`config.mk`:
```
export PLATFORM = sky130hd
export DESIGN_NAME = radio_aux_regs_flat
export DESIGN_NICKNAME = d
export VERILOG_FILES = /design/src/inc/radio_aux_pkg.sv /design/src/inc/radio_aux_if.sv /design/src/rtl/radio_aux_regs.sv /design/src/flat_wrapper.sv
export SDC_FILE = /design/constraint.sdc
export NUM_CORES = 1
export LEC_CHECK = 0
export BUFFER_PORTS_ARGS = -buffer_cell sky130_fd_sc_hd__buf_4
export CORE_MARGIN = 2
export CORE_UTILIZATION = 35
export DETAILED_ROUTE_END_ITERATION = 10
export GPL_ROUTABILITY_DRIVEN = 0
export SETUP_SLACK_MARGIN = 0.1
export SLEW_MARGIN = 30
export SYNTH_ARGS = -nofsm -noshare
export SYNTH_HDL_FRONTEND = slang
export SYNTH_SLANG_ARGS = --single-unit
```
`constraint.sdc`:
```
create_clock -name pclk -period 1.5 [get_ports pclk]
set_input_delay 0.075 -clock pclk [delete_from_list [all_inputs] [get_ports pclk]]
set_output_delay 0.075 -clock pclk [all_outputs]
set_load 0.1 [all_outputs]
```
`src/inc/radio_aux_pkg.sv`:
```
// Constants shared by the radio auxiliary register bank and its host controller.
// Assumes 8-bit byte-wide register access with 7-bit addresses, as on the radio's serial port.
package radio_aux_pkg;
  // ----------------------------------------------------------------------------
  // Register byte addresses
  // ----------------------------------------------------------------------------
  localparam logic [6:0] analog_ctrl_addr     = 7'h20;
  localparam logic [6:0] control_addr         = 7'h03;
  localparam logic [6:0] power_saving_addr    = 7'h2e;
  localparam logic [6:0] carrier_override_addr = 7'h2f;
  localparam logic [6:0] clock_override_addr  = 7'h32;
  localparam logic [6:0] clock_enable_addr    = 7'h33;
  localparam logic [6:0] lock_delay_addr      = 7'h38;
  localparam logic [6:0] mfg_id_addr          = 7'h3c;
  // ----------------------------------------------------------------------------
  // Field positions and values
  // ----------------------------------------------------------------------------
  localparam int         active_bit           = 7;
  localparam int         write_enable_bit     = 6;
  localparam int         id_read_enable_bit   = 5;
  localparam int         auto_synth_off_bit   = 1;
  localparam logic [7:0] power_saving_reset   = 8'h00;
  localparam logic [7:0] carrier_reset        = 8'h00;
  localparam logic [7:0] clock_reset          = 8'h00;
  localparam logic [7:0] lock_delay_reset     = 8'h64;
  localparam logic [7:0] clock_init_value     = 8'h41;
  localparam logic [7:0] active_bit_value     = 8'h80;
  localparam logic [7:0] write_enable_value   = 8'h40;
  localparam logic [7:0] id_read_enable_value = 8'h20;
  // ----------------------------------------------------------------------------
  // Timing: lock delay step
  // ----------------------------------------------------------------------------
  localparam int         clock_mhz            = 200;
  localparam int         lock_step_ns         = 2000;
  localparam int         lock_step_cycles     = lock_step_ns * clock_mhz / 1000;
  // ----------------------------------------------------------------------------
  // Host controller APB registers (word offsets)
  // ----------------------------------------------------------------------------
  localparam logic [7:0] host_cmd_offset      = 8'h00;
  localparam logic [7:0] host_status_offset   = 8'h04;
  localparam logic [7:0] host_rdata_offset    = 8'h08;
  localparam logic [7:0] host_mfg_id_offset   = 8'h0c;
  localparam int         cmd_go_bit           = 16;
  localparam int         cmd_write_bit        = 15;
  localparam int         cmd_init_bit         = 17;
  localparam int         cmd_id_bit           = 18;
endpackage : radio_aux_pkg

```
`src/inc/radio_aux_if.sv`:
```
// Byte-wide register port between the host controller and the radio register bank.
// Assumes both ends run on the same pclk; one access per cycle, reads answer next cycle.
`timescale 1ns/1ps
interface radio_aux_if;
  logic       req;
  logic       write;
  logic [6:0] addr;
  logic [7:0] wdata;
  logic [7:0] rdata;
  logic       rvalid;
  modport device (input req, input write, input addr, input wdata, output rdata, output rvalid);
  modport host   (output req, output write, output addr, output wdata, input rdata, input rvalid);
endinterface : radio_aux_if

```
`src/rtl/radio_aux_regs.sv`:
```
// Auxiliary control and identification registers of the radio, device end.
// Assumes the host issues one byte access per cycle on the shared pclk.
//
// Notes on behaviour
// RULE1 - Power-saving bit seven gates unused circuitry off
// RULE2 - Power-saving writes need analog write-enable bit
// RULE3 - Host sets power-saving bit during initialisation
// RULE4 - Carrier bit seven overrides carrier detection
// RULE5 - Carrier writes need analog write-enable bit
// RULE6 - Host writes zero to reserved bits
// RULE7 - Host loads 0x41 into both clock registers
// RULE8 - Lock wait equals count times two microseconds
// RULE9 - Timed wait only under automatic synthesiser control
// RULE10 - Lock count resets to 0x64
// RULE11 - Identifier bits 31 and 30 read zero
// RULE12 - Identifier readable only with read-enable set
// RULE13 - Host clears read-enable after identifier reads
// RULE14 - Identifier register ignores writes
// RULE15 - Identifier is per-chip thirty bits
// RULE16 - Lowest identifier address holds least significant byte
// RULE17 - Gated write while disabled leaves value unchanged
`timescale 1ns/1ps
module radio_aux_regs #(
  parameter logic [29:0] mfg_id = 30'h0a5a5a5  // Arbitrary value
) (
  input  wire logic pclk,
  input  wire logic presetn,
  radio_aux_if.device bus,
  input  wire logic synth_start,
  output logic      synth_locked,
  output logic      power_save,
  output logic      carrier_override,
  output logic [7:0] clock_override,
  output logic [7:0] clock_enable
);
  // ----------------------------------------------------------------------------
  // Elaboration checks
  // ----------------------------------------------------------------------------
  localparam int step_cycles = radio_aux_pkg::lock_step_cycles;
  // The step counter is 16 bits wide; a longer step would be truncated and end the wait early
  if (step_cycles < 1 || step_cycles > 65536) begin : g_step_fits
    $error("lock step count does not fit the step counter");
  end

  logic [7:0]  analog_ctrl;
  logic [7:0]  control;
  logic [7:0]  power_saving;
  logic [7:0]  carrier_reg;
  logic [7:0]  clock_override_reg;
  logic [7:0]  clock_enable_reg;
  logic [7:0]  lock_delay_reg;
  logic [7:0]  rdata;
  logic        rvalid;
  logic [7:0]  steps_left;
  logic [15:0] step_cnt;
  logic        waiting;

  // ----------------------------------------------------------------------------
  // Decode
  // ----------------------------------------------------------------------------
  wire wr           = bus.req & bus.write;
  wire write_open   = analog_ctrl[radio_aux_pkg::write_enable_bit];
  wire id_open      = analog_ctrl[radio_aux_pkg::id_read_enable_bit];
  wire hit_analog   = bus.addr == radio_aux_pkg::analog_ctrl_addr;
  wire hit_control  = bus.addr == radio_aux_pkg::control_addr;
  wire hit_power    = bus.addr == radio_aux_pkg::power_saving_addr;
  wire hit_carrier  = bus.addr == radio_aux_pkg::carrier_override_addr;
  wire hit_clk_ovr  = bus.addr == radio_aux_pkg::clock_override_addr;
  wire hit_clk_en   = bus.addr == radio_aux_pkg::clock_enable_addr;
  wire hit_lock     = bus.addr == radio_aux_pkg::lock_delay_addr;
  wire hit_id       = bus.addr[6:2] == radio_aux_pkg::mfg_id_addr[6:2];
  // RULE11 RULE15 upper bits zero
  wire [31:0] id_word = {2'b00, mfg_id};
  // RULE16 byte lane select
  wire [7:0]  id_byte = id_word[bus.addr[1:0]*8 +: 8];
  wire [15:0] step_last = 16'(step_cycles - 1);
  wire        auto_synth = ~control[radio_aux_pkg::auto_synth_off_bit];
  wire        rd         = bus.req & ~bus.write;

  // ----------------------------------------------------------------------------
  // Write strobes
  // ----------------------------------------------------------------------------
  wire wr_analog    = wr & hit_analog;
  wire wr_control   = wr & hit_control;
  // RULE2 RULE17 gated write
  wire wr_power     = wr & hit_power & write_open;
  // RULE5 RULE17 gated write
  wire wr_carrier   = wr & hit_carrier & write_open;
  wire wr_clk_ovr   = wr & hit_clk_ovr;
  wire wr_clk_en    = wr & hit_clk_en;
  wire wr_lock      = wr & hit_lock;
  // RULE14 identifier has no write strobe

  // ----------------------------------------------------------------------------
  // Read select
  // ----------------------------------------------------------------------------
  // RULE12 gated identifier read
  wire [7:0] id_read    = id_open ? id_byte : 8'h00;
  // Unmapped addresses read as zero so a stray read sees no stale byte
  wire [7:0] read_byte  = hit_analog  ? analog_ctrl        :
                          hit_control ? control            :
                          hit_power   ? power_saving       :
                          hit_carrier ? carrier_reg        :
                          hit_clk_ovr ? clock_override_reg :
                          hit_clk_en  ? clock_enable_reg   :
                          hit_lock    ? lock_delay_reg     :
                          hit_id      ? id_read            : 8'h00;

  // ----------------------------------------------------------------------------
  // Lock timer decode
  // ----------------------------------------------------------------------------
  // RULE9 auto synth only
  wire        start_timed = synth_start & auto_synth;
  wire        no_delay    = lock_delay_reg == 8'h00;
  wire        step_done   = step_cnt == step_last;
  wire        final_step  = steps_left == 8'h01;

  // ----------------------------------------------------------------------------
  // Register writes
  // ----------------------------------------------------------------------------
  // Analog and control bytes only supply gating bits to the other registers and the lock timer
  always_ff @(posedge pclk or negedge presetn) begin
    if (!presetn) begin
      analog_ctrl <= 8'h00;
      control     <= 8'h00;
    end else begin
      if (wr_analog) analog_ctrl <= bus.wdata;
      if (wr_control) control <= bus.wdata;
    end
  end

  // A closed gate drops the byte silently; the host sees no refusal
  always_ff @(posedge pclk or negedge presetn) begin
    if (!presetn) begin
      power_saving <= radio_aux_pkg::power_saving_reset;
      carrier_reg  <= radio_aux_pkg::carrier_reset;
    end else begin
      if (wr_power) power_saving <= bus.wdata;
      if (wr_carrier) carrier_reg <= bus.wdata;
    end
  end

  // Clock bytes reset to zero; the host must load them before use
  always_ff @(posedge pclk or negedge presetn) begin
    if (!presetn) begin
      clock_override_reg <= radio_aux_pkg::clock_reset;
      clock_enable_reg   <= radio_aux_pkg::clock_reset;
      // RULE10 lock count reset
      lock_delay_reg     <= radio_aux_pkg::lock_delay_reset;
    end else begin
      if (wr_clk_ovr) clock_override_reg <= bus.wdata;
      if (wr_clk_en) clock_enable_reg <= bus.wdata;
      if (wr_lock) lock_delay_reg <= bus.wdata;
    end
  end

  // ----------------------------------------------------------------------------
  // Read path: answer one cycle after the request
  // ----------------------------------------------------------------------------
  always_ff @(posedge pclk or negedge presetn) begin
    if (!presetn) begin
      rdata  <= 8'h00;
      rvalid <= 1'b0;
    end else begin
      rvalid <= rd;
      // Holding the byte between reads lets the host sample it late
      if (rd) rdata <= read_byte;
    end
  end
  assign bus.rdata  = rdata;
  assign bus.rvalid = rvalid;

  // ----------------------------------------------------------------------------
  // Synthesiser lock timer
  // ----------------------------------------------------------------------------
  always_ff @(posedge pclk or negedge presetn) begin
    if (!presetn) begin
      waiting      <= 1'b0;
      steps_left   <= 8'h00;
      step_cnt     <= 16'h0000;
      synth_locked <= 1'b0;
    // A new start restarts the wait even while one is running
    end else if (start_timed) begin
      waiting      <= ~no_delay;
      steps_left   <= lock_delay_reg;
      step_cnt     <= 16'h0000;
      synth_locked <= no_delay;
    end else if (waiting) begin
      // RULE8 count two-microsecond steps
      if (step_done) begin
        step_cnt <= 16'h0000;
        if (final_step) begin
          waiting      <= 1'b0;
          synth_locked <= 1'b1;
        end
        steps_left <= steps_left - 8'h01;
      end else begin
        step_cnt <= step_cnt + 16'h0001;
      end
    end
  end

  // RULE1 power saving output
  assign power_save       = power_saving[radio_aux_pkg::active_bit];
  // RULE4 carrier override output
  assign carrier_override = carrier_reg[radio_aux_pkg::active_bit];
  assign clock_override   = clock_override_reg;
  assign clock_enable     = clock_enable_reg;
endmodule : radio_aux_regs

```
`src/flat_wrapper.sv`:
```
// flat-port wrapper written by rule: the top's interface ports become plain ports
module radio_aux_regs_flat 
#(
  parameter logic [29:0] mfg_id = 30'h0a5a5a5                    
)
  (pclk, presetn, synth_start, synth_locked, power_save, carrier_override, clock_override, clock_enable, bus_req, bus_write, bus_addr, bus_wdata, bus_rdata, bus_rvalid);
  radio_aux_if bus_i ();
  input  wire logic pclk;
  input  wire logic presetn;
  input  wire logic synth_start;
  output logic synth_locked;
  output logic power_save;
  output logic carrier_override;
  output logic [7:0] clock_override;
  output logic [7:0] clock_enable;
  input wire logic [$bits(bus_i.req)-1:0] bus_req;
  input wire logic [$bits(bus_i.write)-1:0] bus_write;
  input wire logic [$bits(bus_i.addr)-1:0] bus_addr;
  input wire logic [$bits(bus_i.wdata)-1:0] bus_wdata;
  output wire logic [$bits(bus_i.rdata)-1:0] bus_rdata;
  output wire logic [$bits(bus_i.rvalid)-1:0] bus_rvalid;
  assign bus_i.req = bus_req;
  assign bus_i.write = bus_write;
  assign bus_i.addr = bus_addr;
  assign bus_i.wdata = bus_wdata;
  assign bus_rdata = bus_i.rdata;
  assign bus_rvalid = bus_i.rvalid;
  radio_aux_regs #(.mfg_id(mfg_id)) u_core (.pclk(pclk), .presetn(presetn), .bus(bus_i), .synth_start(synth_start), .synth_locked(synth_locked), .power_save(power_save), .carrier_override(carrier_override), .clock_override(clock_override), .clock_enable(clock_enable));
endmodule
```
==> results.ini <==
[die]
start_util_pct=35.6
die_w_um=117
num_io_pins=48
coreArea_mm2=0.0126
row_count=41
fp.dieH_um=117
die-area_mm2=0.0137

[routing]
ant_nets=0
via_per_inst=5.22
postRouteWirelength_um=12000
route.detailed.drc=0
routedWlPerCell_um=17.5
vias=3582
firstDrtPassIters=5
drtIter0Drc=175

[min_path]
min_to=u_core.power_saving[6]$_DFFE_PN0P_
worstHoldPathCells=2
worstHoldPathType=in -> reg
min_from=bus_wdata[6]

[place]
dpl.hpwl_um=8670
place_inst=665
dp_slack_ps=-181
port_buffers=47
place_area_mm2=0.00556

[timing]
post-route-min-period_ps=1590
worst_slew_pin_slew_ps=490
setup_viol=8
relSlewSlack_pct=67.3
fmax_mhz=627
period_share_pct=106
drv_slew=0
setup_slack_ps=-93.9
rsz0062_at_grt=yes
hold_viol_final=0
clock_skew_ps=5.55

[setup_path]
cp_max_fo=7
worstPathRequired_ps=1770
crit_path_end_kind=flop
cp_data_arrival_time_ps=1860
critPathLaunchType=flop
r2r_setup_slack_ps=-90
cp_slowest_cell=dfrtp_1
cp_slowest_stage_delay_ps=410
crit_type=reg -> reg
worstPathCellList=nor4_4, and4_1, buf_6, nand4b_1, xor2_1, a21oi_1
reg2reg_to=u_core.steps_left[5]$_DFFE_PN0P_
ff2ff_path_depth=6
r2r-start=u_core.step_cnt[14]$_DFFE_PN0P_

[clock_network]
htreeDepth=3
path_clk_slew_ps=60
cts_root_buf=clkbuf_16
clk_latency_ps=350
clockBufferDepth=2
cts.sink_count=91
cts_tree=built
cts_buffers=9

[synth]
synth.net_count=417
synth.top_cell.area_share_pct=49.2
yosysTopAreaCell=dfrtp_1
synth_cell_types=59
synthArstFlopShare_pct=100
synth_edf_count=0
ys_ff_latch=91
synthTopCellsByArea=dfrtp_1, mux2_2, xor2_1
avgSynthCellArea_um2=11.4
synth-main-ff-cell=dfrtp_1
syn_area_mm2=0.00448
ys.warnings.count=0
synth_cells=394
yosysSeqAreaShare_pct=51.0

[power_and_ir_drop]
vdd_drop_max_mv=0.781
leakage_uw=0.00280
power.total_uw=6090
power_density_mw_per_mm2=997

[global_route]
top_usage_layer=met2
grt_overflow=0
first_global_vias=3746
grt_pass1_wl_um=19600
met1_usage_pct=24.3
antenna_found_initial=0
gr-usage-met2_pct=31.8
grt_max_degree=36
grt_use_total_pct=19.0
grt_use_met3_pct=4.48

[final_layout]
syn_to_final_growth_pct=36.5
largest_reg_flops=16
antenna_cells=0
stdcell_count=686
stdcell_area_mm2=0.00611
nets=532
final_common_cell=buf_4
final_cell_mix=buf_4, dfrtp_1, mux2_2
top_register=u_core.step_cnt
post_route_cells_drive_above_1_share_pct=50.0

[flow_run]
cap_viol_max_count=0

[run_status]
violations=setup timing
outcome=complete, but fails checks

[metal layers]
metal / share of wire [%] / vias up
met5: 0 / -
met4: 1.7 / 0
met3: 4.0 / 16
met2: 51 / 95
met1: 44 / 1791
li1: - / 1680
[worst max-delay path: cells and delay by family (launching register included)]
family                 cells  cell delay (ps)
AO/OA/AOI/OAI              1              150
flip-flops                 1              410
AND/OR/NAND/NOR            3              670
buffers and inverters      1              130
XOR/XNOR                   1              160
[stage by stage]
step / utilization [%] / hold WS (ps) / TNS (ps)
3_5_place_dp: 44.2 / 74.6 / -4750
5_1_grt: 48.6 / 18.7 / -1870
3_3_place_gp: 44.2 / 69.8 / -3970
6_report: 48.6 / 18.9 / -362
2_1_floorplan: - / -221 / -415
4_1_cts: 48.0 / 1.62 / -493
[synth_stat cells (3+ instances only)]
| cell type | n |
|---|---|
| nand4_1 | 7 |
| xor2_1 | 16 |
| inv_1 | 7 |
| o221ai_1 | 4 |
| o22ai_1 | 9 |
| dfrtp_1 | 88 |
| and3_1 | 8 |
| clkbuf_1 | 10 |
| and4_1 | 4 |
| a32oi_1 | 3 |
| nand3b_1 | 3 |
| a221oi_1 | 4 |
| mux2i_1 | 4 |
| buf_2 | 5 |
| nor3_1 | 7 |
| a211oi_1 | 3 |
| nand2b_1 | 5 |
| nor4_1 | 6 |
| nor2_1 | 33 |
| dfstp_2 | 3 |
| mux2_2 | 54 |
| o211ai_1 | 7 |
| nand3_1 | 15 |
| a21oi_1 | 18 |
| o21ai_0 | 9 |
| ha_1 | 3 |
| nand2_1 | 20 |
[cell families after synthesis]
kind of cell / after synthesis / share of synthesized area [%]
muxes: 59 / 14.7
AOI/OAI and AO/OA: 67 / 10.1
adders and majority gates: 3 / 0.839
buffers and inverters: 25 / 2.52
DFF: 91 / 51.0
xor gates and xnor gates: 18 / 3.52
and+or+nand+nor: 131 / 17.4
[final cells by class]
| class | instances | area [um^2] |
|---|---|---|
| clock buffers | 11 | 253 |
| flip-flops and latches | 91 | 2300 |
| multi-input cells | 278 | 2310 |
| inverters | 7 | 26.3 |
| well taps | 172 | 215 |
| clock inverters | 5 | 60.1 |
| repair buffers | 122 | 950 |
| fillers | 1160 | 6460 |
[worst max-delay path by stage]
stage	from	cells after the start	to
2_1_floorplan	bus_addr[2]	5	u_core.control[0]$_DFFE_PN0P_
3_3_place_gp	bus_addr[2]	5	u_core.control[1]$_DFFE_PN0P_
3_5_place_dp	bus_addr[3]	5	u_core.control[1]$_DFFE_PN0P_
4_1_cts	u_core.step_cnt[14]$_DFFE_PN0P_	6	u_core.steps_left[5]$_DFFE_PN0P_
5_1_grt	u_core.step_cnt[9]$_DFFE_PN0P_	6	u_core.steps_left[3]$_DFFE_PN0P_
6_report	u_core.step_cnt[14]$_DFFE_PN0P_	6	u_core.steps_left[5]$_DFFE_PN0P_
[power breakdown]
group / total (uW) / switching (uW) / internal, uW
sequential: 2670 / 92.8 / 2570
clock: 2360 / 973 / 1390
combinational: 1060 / 735 / 329
[what timing repair did]
| action | 4_1_cts | 5_1_grt |
|---|---|---|
| hold buffers | 1 | 0 |
| pin swaps | 14 | 12 |
| gates resized for setup | 34 | 14 |
| endpoints found under the hold margin | 29 | 0 |
| setup endpoints to repair | 25 | 38 |
| setup buffers | 2 | 2 |
(Power assumes the default switching activity.)
